File: src/logic/mlf_pkg.sv
// constants, types and helpers for the motor-lock fault response block
package mlf_pkg;

  // clock and retry timing
  localparam int unsigned CLK_FREQ_HZ     = 100_000_000;
  localparam int unsigned RETRY_UNIT_MS   = 500;
  localparam int unsigned HALF_SEC_CYCLES = RETRY_UNIT_MS * (CLK_FREQ_HZ / 1000);
  localparam int unsigned HALVES_W        = 5;
  localparam int unsigned PRESCALE_W      = 32;

  // register offsets (byte addresses on the register port)
  localparam int unsigned ADDR_W       = 8;
  localparam logic [7:0]  OFS_CFG1     = 8'h00;
  localparam logic [7:0]  OFS_CTRL     = 8'h04;
  localparam logic [7:0]  OFS_STAT     = 8'h08;
  localparam logic [7:0]  OFS_INT_STAT = 8'h0C;
  localparam logic [7:0]  OFS_INT_MASK = 8'h10;

  // field positions
  localparam int unsigned CFG_INTERVAL_LSB = 7;
  localparam int unsigned CFG_MODE_LSB     = 3;
  localparam int unsigned CTRL_LIMIT_LSB   = 0;
  localparam int unsigned CTRL_CLEAR_BIT   = 8;
  localparam int unsigned STAT_STATE_LSB   = 0;
  localparam int unsigned STAT_COUNT_LSB   = 2;
  localparam int unsigned STAT_GATE_LSB    = 5;
  localparam int unsigned LIMIT_W          = 3;

  // reset values
  localparam logic [3:0]         INTERVAL_RST = 4'h0;
  localparam logic [3:0]         MODE_RST     = 4'h0;
  localparam logic [LIMIT_W-1:0] LIMIT_RST    = 3'h0;
  localparam logic [2:0]         MASK_RST     = 3'h0;

  // lock response mode codes
  localparam logic [3:0] MODE_AUTO_MIN    = 4'h4;
  localparam logic [3:0] MODE_REPORT      = 4'h8;
  localparam logic [3:0] MODE_DISABLE_MIN = 4'h9;

  // interrupt bits
  localparam int unsigned INT_W       = 3;
  localparam int unsigned INT_FAULT   = 0;
  localparam int unsigned INT_AUTOCLR = 1;
  localparam int unsigned INT_LATCH   = 2;

  typedef enum logic [2:0] {
    GATE_DRIVE  = 3'h0,
    GATE_TRI    = 3'h1,
    GATE_RECIRC = 3'h3,
    GATE_HS     = 3'h2,
    GATE_LS     = 3'h6
  } mlf_gate_e;

  typedef enum logic [1:0] {
    ST_IDLE    = 2'h0,
    ST_RETRY   = 2'h1,
    ST_LATCHED = 2'h3,
    ST_REPORT  = 2'h2
  } mlf_state_e;

  // retry interval in half seconds; reserved code 0 runs as code 1
  function automatic logic [HALVES_W-1:0] mlf_retry_halves(input logic [3:0] code);
    logic [HALVES_W-1:0] h;
    h = 5'h01;
    if (code > 4'h1) begin
      h = {code, 1'b0} - 5'h02;
    end
    return h;
  endfunction

  // gate state selected by the low two bits of the mode
  function automatic mlf_gate_e mlf_gate_for(input logic [3:0] mode);
    mlf_gate_e g;
    g = GATE_TRI;
    unique case (mode[1:0])
      2'h0: g = GATE_TRI;
      2'h1: g = GATE_RECIRC;
      2'h2: g = GATE_HS;
      2'h3: g = GATE_LS;
    endcase
    return g;
  endfunction

endpackage

File: src/logic/mlf_timer_if.sv
// start and expiry handshake between fault control and retry timer
`timescale 1ns/1ns
interface mlf_timer_if;
  logic                         start;
  logic [mlf_pkg::HALVES_W-1:0] halves;
  logic                         expired;

  modport ctrl  (output start, output halves, input expired);
  modport timer (input start, input halves, output expired);
endinterface

File: src/logic/mlf_retry_timer.sv
// retry interval timer counting half-second steps
`timescale 1ns/1ns
module mlf_retry_timer #(
  parameter int unsigned HALF_SEC_CYCLES = mlf_pkg::HALF_SEC_CYCLES
) (
  // clock and reset
  input  wire logic  clk,
  input  wire logic  reset,
  // control side
  mlf_timer_if.timer tmr
);
  import mlf_pkg::*;

  logic                  running;
  logic [PRESCALE_W-1:0] prescale;
  logic [HALVES_W-1:0]   remain;
  logic                  expired;
  logic                  next_running;
  logic [PRESCALE_W-1:0] next_prescale;
  logic [HALVES_W-1:0]   next_remain;
  logic                  next_expired;

  assign tmr.expired = expired;

  // a new start always restarts the interval from zero
  always_comb begin
    next_running  = running;
    next_prescale = prescale;
    next_remain   = remain;
    next_expired  = 1'b0;
    if (tmr.start) begin
      next_running  = 1'b1;
      next_prescale = PRESCALE_W'(HALF_SEC_CYCLES - 1);
      next_remain   = tmr.halves;
    end else if (running) begin
      if (prescale != '0) begin
        next_prescale = prescale - 1'b1;
      end else if (remain <= 5'h01) begin
        next_running = 1'b0;
        next_expired = 1'b1;
      end else begin
        next_remain   = remain - 1'b1;
        next_prescale = PRESCALE_W'(HALF_SEC_CYCLES - 1);
      end
    end
  end

  // timer state
  always_ff @(posedge clk or posedge reset) begin
    if (reset) begin
      running  <= 1'b0;
      prescale <= '0;
      remain   <= '0;
      expired  <= 1'b0;
    end else begin
      running  <= next_running;
      prescale <= next_prescale;
      remain   <= next_remain;
      expired  <= next_expired;
    end
  end

endmodule

File: src/logic/mlf_top.sv
// motor-lock fault response: mode decode, retry, gate state and registers
//
// Notes on behaviour
// - retry interval code 1 is 500 ms, code n>=2 is n-1 seconds; 0 reserved.
// - modes 0 to 3 latch the fault and hold the fault pin active.
// - modes 0 and 4 tristate every gate driver output during the fault.
// - modes 1 and 5 put the gate driver into recirculation during the fault.
// - modes 2/6 brake on all high sides, modes 3/7 on all low sides.
// - modes 4, 5, 7 auto-clear after the interval; pin active meanwhile.
// - retry modes count retries; past the limit the fault latches, gate state kept.
// - mode 6 auto-clears up to the limit, braking high side, pin active.
// - mode 8 only reports on the fault pin; gate driver untouched.
// - modes 9 and above ignore a lock completely.
`timescale 1ns/1ns
module mlf_top #(
  parameter int unsigned HALF_SEC_CYCLES = mlf_pkg::HALF_SEC_CYCLES
) (
  // clock and reset
  input  wire logic                        clk,
  input  wire logic                        reset,
  // lock detector, same clock domain
  input  wire logic                        lock_detect,
  // register port
  input  wire logic [mlf_pkg::ADDR_W-1:0]  reg_addr,
  input  wire logic [31:0]                 reg_wdata,
  input  wire logic                        reg_write,
  input  wire logic                        reg_read,
  output logic      [31:0]                 reg_rdata,
  // gate driver and pins
  output mlf_pkg::mlf_gate_e               gate_state,
  output logic                             fault_indicator_pin_n,
  output logic                             irq
);
  import mlf_pkg::*;

  mlf_timer_if tmr ();

  logic [3:0]         lock_retry_interval;
  logic [3:0]         lock_response_mode;
  logic [LIMIT_W-1:0] retry_count_limit;
  logic [INT_W-1:0]   int_mask;
  logic [INT_W-1:0]   int_stat;
  logic [3:0]         next_interval;
  logic [3:0]         next_mode;
  logic [LIMIT_W-1:0] next_limit;
  logic [INT_W-1:0]   next_mask;
  logic [INT_W-1:0]   next_int_stat;
  logic [31:0]        next_rdata;
  logic               next_irq;
  logic               clear_req;

  mlf_state_e         state;
  mlf_state_e         next_state;
  mlf_gate_e          next_gate;
  logic [LIMIT_W-1:0] retry_cnt;
  logic [LIMIT_W-1:0] next_retry_cnt;
  logic               next_pin_n;
  logic               start;
  logic [INT_W-1:0]   ev;

  // decoded lock conditions
  logic lock_idle;
  logic mode_auto;
  logic mode_off;

  assign lock_idle = (state == ST_IDLE) && lock_detect;
  assign mode_auto = (lock_response_mode >= MODE_AUTO_MIN) && (lock_response_mode < MODE_REPORT);
  assign mode_off  = (lock_response_mode >= MODE_DISABLE_MIN);
  assign clear_req = reg_write && (reg_addr == OFS_CTRL) && reg_wdata[CTRL_CLEAR_BIT];

  // timer request
  assign tmr.start  = start;
  assign tmr.halves = mlf_retry_halves(lock_retry_interval);

  mlf_retry_timer #(
    .HALF_SEC_CYCLES (HALF_SEC_CYCLES)
  ) u_timer (
    .clk   (clk),
    .reset (reset),
    .tmr   (tmr)
  );

  // fault state machine; gate state stays until the fault ends
  always_comb begin
    next_state     = state;
    next_gate      = gate_state;
    next_retry_cnt = retry_cnt;
    start          = 1'b0;
    ev             = '0;
    unique case (state)
      ST_IDLE: begin
        if (lock_detect && !mode_off) begin
          ev[INT_FAULT] = 1'b1;
          if (lock_response_mode == MODE_REPORT) begin
            next_state = ST_REPORT;
          end else if (!mode_auto) begin
            next_state = ST_LATCHED;
            next_gate  = mlf_gate_for(lock_response_mode);
          end else if (retry_cnt >= retry_count_limit) begin
            // retries used up: this lock would exceed the limit
            next_state     = ST_LATCHED;
            next_gate      = mlf_gate_for(lock_response_mode);
            ev[INT_LATCH]  = 1'b1;
          end else begin
            next_state = ST_RETRY;
            next_gate  = mlf_gate_for(lock_response_mode);
            start      = 1'b1;
          end
        end
      end
      ST_RETRY: begin
        if (clear_req) begin
          next_state     = ST_IDLE;
          next_gate      = GATE_DRIVE;
          next_retry_cnt = '0;
        end else if (tmr.expired) begin
          next_state       = ST_IDLE;
          next_gate        = GATE_DRIVE;
          next_retry_cnt   = retry_cnt + 1'b1;
          ev[INT_AUTOCLR]  = 1'b1;
        end
      end
      ST_LATCHED, ST_REPORT: begin
        // only software ends a latched or reported fault
        if (clear_req) begin
          next_state     = ST_IDLE;
          next_gate      = GATE_DRIVE;
          next_retry_cnt = '0;
        end
      end
    endcase
    next_pin_n = (next_state == ST_IDLE);
  end

  // fault state registers
  always_ff @(posedge clk or posedge reset) begin
    if (reset) begin
      state                 <= ST_IDLE;
      gate_state            <= GATE_DRIVE;
      retry_cnt             <= '0;
      fault_indicator_pin_n <= 1'b1;
    end else begin
      state                 <= next_state;
      gate_state            <= next_gate;
      retry_cnt             <= next_retry_cnt;
      fault_indicator_pin_n <= next_pin_n;
    end
  end

  // register writes, sticky status and read data
  always_comb begin
    next_interval = lock_retry_interval;
    next_mode     = lock_response_mode;
    next_limit    = retry_count_limit;
    next_mask     = int_mask;
    next_int_stat = int_stat;
    next_rdata    = 32'h0000_0000;
    if (reg_write) begin
      unique case (reg_addr)
        OFS_CFG1: begin
          next_interval = reg_wdata[CFG_INTERVAL_LSB +: 4];
          next_mode     = reg_wdata[CFG_MODE_LSB +: 4];
        end
        OFS_CTRL:     next_limit = reg_wdata[CTRL_LIMIT_LSB +: LIMIT_W];
        OFS_INT_MASK: next_mask = reg_wdata[INT_W-1:0];
        OFS_INT_STAT: next_int_stat = int_stat & ~reg_wdata[INT_W-1:0];
        default:      next_mask = int_mask;
      endcase
    end
    // a new event beats a clear in the same cycle
    next_int_stat = next_int_stat | ev;
    if (reg_read) begin
      unique case (reg_addr)
        OFS_CFG1: begin
          next_rdata[CFG_INTERVAL_LSB +: 4] = lock_retry_interval;
          next_rdata[CFG_MODE_LSB +: 4]     = lock_response_mode;
        end
        OFS_CTRL:     next_rdata[CTRL_LIMIT_LSB +: LIMIT_W] = retry_count_limit;
        OFS_STAT: begin
          next_rdata[STAT_STATE_LSB +: 2]       = state;
          next_rdata[STAT_COUNT_LSB +: LIMIT_W] = retry_cnt;
          next_rdata[STAT_GATE_LSB +: 3]        = gate_state;
        end
        OFS_INT_STAT: next_rdata[INT_W-1:0] = int_stat;
        OFS_INT_MASK: next_rdata[INT_W-1:0] = int_mask;
        default:      next_rdata = 32'h0000_0000;
      endcase
    end
    next_irq = |(next_int_stat & next_mask);
  end

  // register file
  always_ff @(posedge clk or posedge reset) begin
    if (reset) begin
      lock_retry_interval <= INTERVAL_RST;
      lock_response_mode  <= MODE_RST;
      retry_count_limit   <= LIMIT_RST;
      int_mask            <= MASK_RST;
      int_stat            <= '0;
      reg_rdata           <= 32'h0000_0000;
      irq                 <= 1'b0;
    end else begin
      lock_retry_interval <= next_interval;
      lock_response_mode  <= next_mode;
      retry_count_limit   <= next_limit;
      int_mask            <= next_mask;
      int_stat            <= next_int_stat;
      reg_rdata           <= next_rdata;
      irq                 <= next_irq;
    end
  end
endmodule

File: config.mk
export PLATFORM = sky130hd
export DESIGN_NAME = mlf_top
export DESIGN_NICKNAME = d
export VERILOG_FILES = /design/src/logic/mlf_pkg.sv /design/src/logic/mlf_timer_if.sv /design/src/logic/mlf_retry_timer.sv /design/src/logic/mlf_top.sv
export SDC_FILE = /design/constraint.sdc
export NUM_CORES = 1
export LEC_CHECK = 0
export ABC_CLOCK_PERIOD_IN_PS = 2400
export BUFFER_PORTS_ARGS = -buffer_cell sky130_fd_sc_hd__buf_2
export CORE_ASPECT_RATIO = 0.6
export CORE_MARGIN = 1.5
export CORE_UTILIZATION = 51
export CTS_CLUSTER_SIZE = 25
export DETAILED_ROUTE_END_ITERATION = 7
export GPL_ROUTABILITY_DRIVEN = 0
export PLACE_DENSITY = 0.77
export SETUP_SLACK_MARGIN = 0.05
export SYNTH_ARGS = -nofsm -noshare
export SYNTH_HDL_FRONTEND = slang
export SYNTH_HIERARCHICAL = 1
export SYNTH_SLANG_ARGS = --single-unit
File: constraint.sdc
create_clock -name clk -period 2.4 [get_ports clk]
set_input_delay 0.24 -clock clk [delete_from_list [all_inputs] [get_ports clk]]
set_output_delay 0.24 -clock clk [all_outputs]
set_load 0.03 [all_outputs]
# ---- Yosys cells after proc, flatten, opt, wreduce, memory -nomap -nowiden
# Cells that the tools add are included.
dict set report op_classes {
  shift 0
  n_lt_le_gt_ge 6
  eq_ne 18
  reduce_logical 20
  n_div 0
  n_mul 0
  add_sub_neg 4
  bitwise_logic 4
  n_mux 58
}
# cell count
set op_table {}
lappend op_table {{$mux 32} 4}
lappend op_table {{$mux 3} 12}
lappend op_table {{$reduce_bool 32->1} 1}
lappend op_table {{$sub 32x1->32 const B} 1}
lappend op_table {{$mux 5} 5}
lappend op_table {{$pmux 3 s4} 2}
lappend op_table {{$mux 1} 23}
lappend op_table {{$eq 8x4->1 const B} 2}
lappend op_table {{$mux 2} 7}
lappend op_table {{$mux 11} 1}
lappend op_table {{$pmux 5 s2} 1}
lappend op_table {{$pmux 3 s3} 1}
lappend op_table {{$eq 2x2->1 const B} 4}
lappend op_table {{$eq 8x3->1 const B} 1}
lappend op_table {{$eq 8x5->1 const B} 1}
lappend op_table {{$logic_not 8->1} 1}
lappend op_table {{$ne 2x2->1 const B} 4}
lappend op_table {{$and 3x3->3} 2}
lappend op_table {{$logic_not 2->1} 3}
lappend op_table {{$ne 3x2->1 const B} 2}
lappend op_table {{$pmux 2 s3} 1}
lappend op_table {{$pmux 3 s2} 1}
lappend op_table {{$reduce_and 2->1} 3}
lappend op_table {{$reduce_and 3->1} 2}
lappend op_table {{20 further kinds} 25}
dict set report word_totals {
  input_bits 45
  mem_bits_ro 0
  memories 0
  latchBits 0
  reg_bits 98
  mem_bits_rw 0
  word_cells 125
}

# ---- Longest topological paths before layout
dict set report logic_depth {
  ltp_word 9
  depth_mapped 12
  depth_no_buf 10
}

# ---- Modules after synthesis
# The synthesis kept the hierarchy.
# mod cells_per_inst instances seq_area_each_um2 area_each_um2
set by_module_without_submodules {}
lappend by_module_without_submodules {mlf_retry_timer 251 1 975.9 2427.3}
lappend by_module_without_submodules {mlf_top 208 1 952.2 2174.6}

# ---- Worst setup path after synthesis
# No wires, ideal clock.
dict set report synth_timing {
  kind {register to register}
  from {register u_timer.prescale[15]}
  to {register u_timer.prescale[9]}
  stages_incl_launch_ff 10
  setup_time_ns 0.134
  setup_slack_ns -0.214
  t_arrival_ns 2.480
  cell_sequence {dfrtp_1 > or4_1 > buf_2 > or4_4 > buf_6 > nor4_4 > or2_1 > buf_4 > buf_8 > a21oi_2}
}
dict set report synth_via {
  elab_chain_cells 4
}
# item line_no
set synth_lines {}
lappend synth_lines {{start, declared} mlf_retry_timer.sv:15} ;# logic [PRESCALE_W-1:0] prescale;
lappend synth_lines {{start signal, assigned} mlf_retry_timer.sv:57} ;# prescale <= next_prescale;
lappend synth_lines {{$reduce_bool 32->1 *} mlf_retry_timer.sv:36} ;# if (prescale != '0) begin
lappend synth_lines {{$mux 32} mlf_retry_timer.sv:36}
lappend synth_lines {{$mux 32} mlf_retry_timer.sv:35} ;# end else if (running) begin
lappend synth_lines {{$mux 32} mlf_retry_timer.sv:31} ;# if (tmr.start) begin
# Every way passes the cells marked *; elsewhere a longest branch is shown, timed or not. The select of a mux whose other input is x is not followed.
# A chain may end at the register's enable or synchronous reset.

# ---- Worst setup path after layout
dict set report layout_timing {
  from {register retry_count_limit[0]}
  to {register u_timer.prescale[18]}
}
dict set report layout_via {
  elab_chain_cells 8
}
# item line_no
set layout_lines {}
lappend layout_lines {{start, declared} mlf_top.sv:40} ;# logic [LIMIT_W-1:0] retry_count_limit;
lappend layout_lines {{start signal, assigned} mlf_top.sv:205} ;# retry_count_limit <= next_limit;
lappend layout_lines {{$ge 3x3->1 *} mlf_top.sv:99} ;# end else if (retry_cnt >= retry_count_limit) begin
lappend layout_lines {{$mux 1 *} mlf_top.sv:99}
lappend layout_lines {{$mux 1 *} mlf_top.sv:96} ;# end else if (!mode_auto) begin
lappend layout_lines {{$mux 1 *} mlf_top.sv:94} ;# if (lock_response_mode == MODE_REPORT) begin
lappend layout_lines {{$mux 1 *} mlf_top.sv:92} ;# if (lock_detect && !mode_off) begin
lappend layout_lines {{$mux 1 *} mlf_top.sv:90} ;# unique case (state)
lappend layout_lines {{net start} mlf_top.sv:58} ;# logic start;
lappend layout_lines {{$ne 3x2->1 (no source line) / $reduce_bool 2->1 (equally long branches)} -}
lappend layout_lines {{$reduce_and 2->1 (no source line)} -}
# The timed path passes the listed nets; every way through them passes the cells marked *.

==> impl_metrics.ini <==
[sta]
final.period_utilization_pct = 110
worst_slack_ps = -234
rsz0062_at_grt = yes
maxSlewHeadroom_pct = 60.7
slew_viol_final = 0
worst_pin_slew_ps = 585
hold_violations = 0
setup_viol = 28
fin_skew_ps = 8.11
fin_hold_ws_ps = 19.7
max_freq_ghz = 0.380
min_period_ps = 2630

[finish]
diodes = 0
drive_gt1_share_pct = 39.3
nets = 617
final_core_util_pct = 69.9
area_growth_syn_to_layout_pct = 30.9

[synthesis]
async_flop_share_pct = 100
ys_seq_elements = 77
yosysWarningCount = 6
ys_seq_area_share_pct = 41.9
yosys.cell_types.count = 74
synth.avg_cell_area_um2 = 10.0
synth_area_um2 = 4600
synth-main-ff-cell = dfrtp_1
netlist_instances = 459
synth_edf_count = 0

[setup_path]
arrival_ps = 2900
reg2reg_slack_ps = -230
crit_fanout = 22
crit_start = retry_count_limit[0]
worstPathRequired_ps = 2670
worstReg2RegStart = retry_count_limit[0]
cp-end-kind = flip-flop
cp-start-kind = flip-flop
critical_path_class = flip-flop to flip-flop

[pwr]
ir_worst_vdd_mv = 0.393
p_leak_nw = 2.68
power_density_nw_per_um2 = 584
finalPower_mw = 3.52

[outcome]
status = finished with violations
failed_checks = negative setup slack

[drt]
routed_wl_mm = 13.5
drtIter0Drc = 379
via_per_inst = 6.25
ant_nets = 0
vias = 4249
wire_per_inst_um = 19.8
dr.pass1.iters = 5
drc = 0

[cts]
clk-insertion-delay-late_ps = 340
root_buffer = clkbuf_16
clk_path_buf_depth = 2
numCtsBuffers = 9
cts_sinks = 77
clk_pin_slew_ps = 60
cts_hold_buffers = 0
tritoncts = done
htree_levels = 3

[grt]
grt_pass1_wl_mm = 20.0
grt_pass1_vias = 3996
antenna_found_initial = 0
overflow = 0
grt_max_degree = 40
gr-usage-all-layers_pct = 26.2

[hold_path]
hp-class = input port to async pin

[floorplan]
die-width_um = 126
start_util_pct = 53.4
fp.dieArea_um2 = 9620
num_io_pins = 82
rows = 26
fp.dieH_um = 76.6
core_um2 = 8620

[placed_design]
numPortBuffers = 39
dp_hpwl_mm = 8.63

[job]
max_cap_viol_count = 0
## synthesized netlist by cell type, types with 3 or more instances
| master | instances | area, um2 |
|---|---|---|
| nand3_1 | 19 | 95.1 |
| nor3_1 | 17 | 85.1 |
| o31ai_1 | 13 | 97.6 |
| o22a_1 | 3 | 26.3 |
| o41ai_1 | 4 | 35.0 |
| a21oi_2 | 11 | 96.3 |
| or2_2 | 3 | 18.8 |
| mux2_2 | 11 | 124 |
| or3_1 | 25 | 156 |
| ha_1 | 9 | 113 |
| dfrtp_1 | 76 | 1900 |
| nor2b_1 | 7 | 43.8 |
| o21ai_1 | 6 | 30.0 |
| mux2i_1 | 12 | 120 |
| xnor2_1 | 5 | 43.8 |
| a22oi_1 | 4 | 30.0 |
| nand2b_1 | 6 | 37.5 |
| or4_2 | 4 | 35.0 |
| clkbuf_1 | 8 | 30.0 |
| or4_1 | 12 | 90.1 |
| o21ai_0 | 19 | 95.1 |
| a21oi_1 | 6 | 30.0 |
| and4_1 | 3 | 26.3 |
| nand4_1 | 6 | 37.5 |
| nor3b_1 | 3 | 22.5 |
| nand4b_1 | 3 | 26.3 |
| buf_4 | 23 | 173 |
| nor2_1 | 33 | 124 |
| a31oi_1 | 6 | 37.5 |
| nor4_1 | 8 | 50.1 |
| inv_1 | 20 | 75.1 |
| nand2_1 | 14 | 52.6 |
| nand3b_1 | 3 | 22.5 |
| o211ai_1 | 3 | 22.5 |
| buf_6 | 5 | 56.3 |
## report_power, final
part           internal [mW]  switching [mW]  leakage (nW)  total (mW)
Combinational          0.263           0.410          1.55       0.673
Sequential              1.40          0.0926         0.991        1.49
Clock                  0.804           0.555         0.138        1.36
## area by class of cell
cell class / count / area [um2]
clock buffers: 10 / 229
flip-flops and latches: 77 / 1930
clock inverters: 6 / 63.8
multi-input cells: 341 / 2720
repair buffers: 114 / 866
inverters: 20 / 75.1
well taps: 112 / 140
fillers: 556 / 2600
## critical path, cell delays in order, from the launching register on
cell and delay (ps):
dfrtp_1 410, ha_4 290, nor2b_4 40, o211ai_1 260
a211oi_2 80, buf_4 160, or3_4 410, buf_6 130
o31ai_4 270, buf_12 190, buf_4 140, o31ai_2 60
a21oi_2 110
## state kept, by name, summed over array words and instances, names as in the netlist, 4 cells and up
signal	cells
u_timer/remain	5
lock_retry_interval	4
u_timer/prescale	32
reg_rdata	11
lock_response_mode	4
## routing by layer
metal,track usage [%],wire [um]
met5,0,0
met2,39.0,6130
met1,37.4,5690
met4,5.45,298
met3,8.71,1360
## logic make-up (layout without fill, tap and decap cells)
| kind of cell | Yosys count | count (layout) | share of synthesized area, % |
|---|---|---|---|
| compound gates | 92 | 92 | 14.4 |
| xor+xnor | 6 | 6 | 1.14 |
| fa+ha+maj | 9 | 9 | 2.45 |
| buf+inv | 61 | 150 | 8.32 |
| flops | 77 | 77 | 41.9 |
| mux | 25 | 25 | 5.95 |
| other cells | 1 | 21 | 0.0815 |
| simple gates | 188 | 188 | 25.7 |
## final timing paths
| kind | end | depth (start not counted) |
|---|---|---|
| worst max-delay path | u_timer/prescale[18] | 12 |
| worst min-delay path | reg_rdata[3] | 3 |
| worst max register to register | u_timer/prescale[18] | 12 |
| worst min register to register | int_stat[1] | 2 |
| max in group asynchronous | u_timer/remain[4] | 3 |
| min in group clk | lock_response_mode[1] | 2 |
## per-stage QoR
step	setup TNS (ps)	worst slack (ps)	std cells	cell area, um2
3_5_place_dp	-7300	-389	645	5200
3_3_place_gp	-4740	-281	645	5200
6_report	-4290	-234	680	6020
4_1_cts	-2300	-167	670	5760
5_1_grt	-6530	-315	680	6020
2_1_floorplan	-762	-66.4	479	4720
## placed cells by master, fill, tap and decap left out, drive strengths merged, types with 15 or more instances in the layout
master and instances:
o21ai 25, inv 20, buf 113, nand3 19, nor2 33, dfrtp 76, o31ai 15, nor3 18
or4 17, or3 25, a21oi 17, conb 21
## timing repair
item | CTS | global route
buffers inserted | 9 | 10
hold endpoints to repair | 0 | 0
setup endpoints to repair | 36 | 37
pin swaps | 9 | 31
gates cloned | 0 | 1
gates resized for setup | 44 | 34
(Power assumes the default switching activity.)
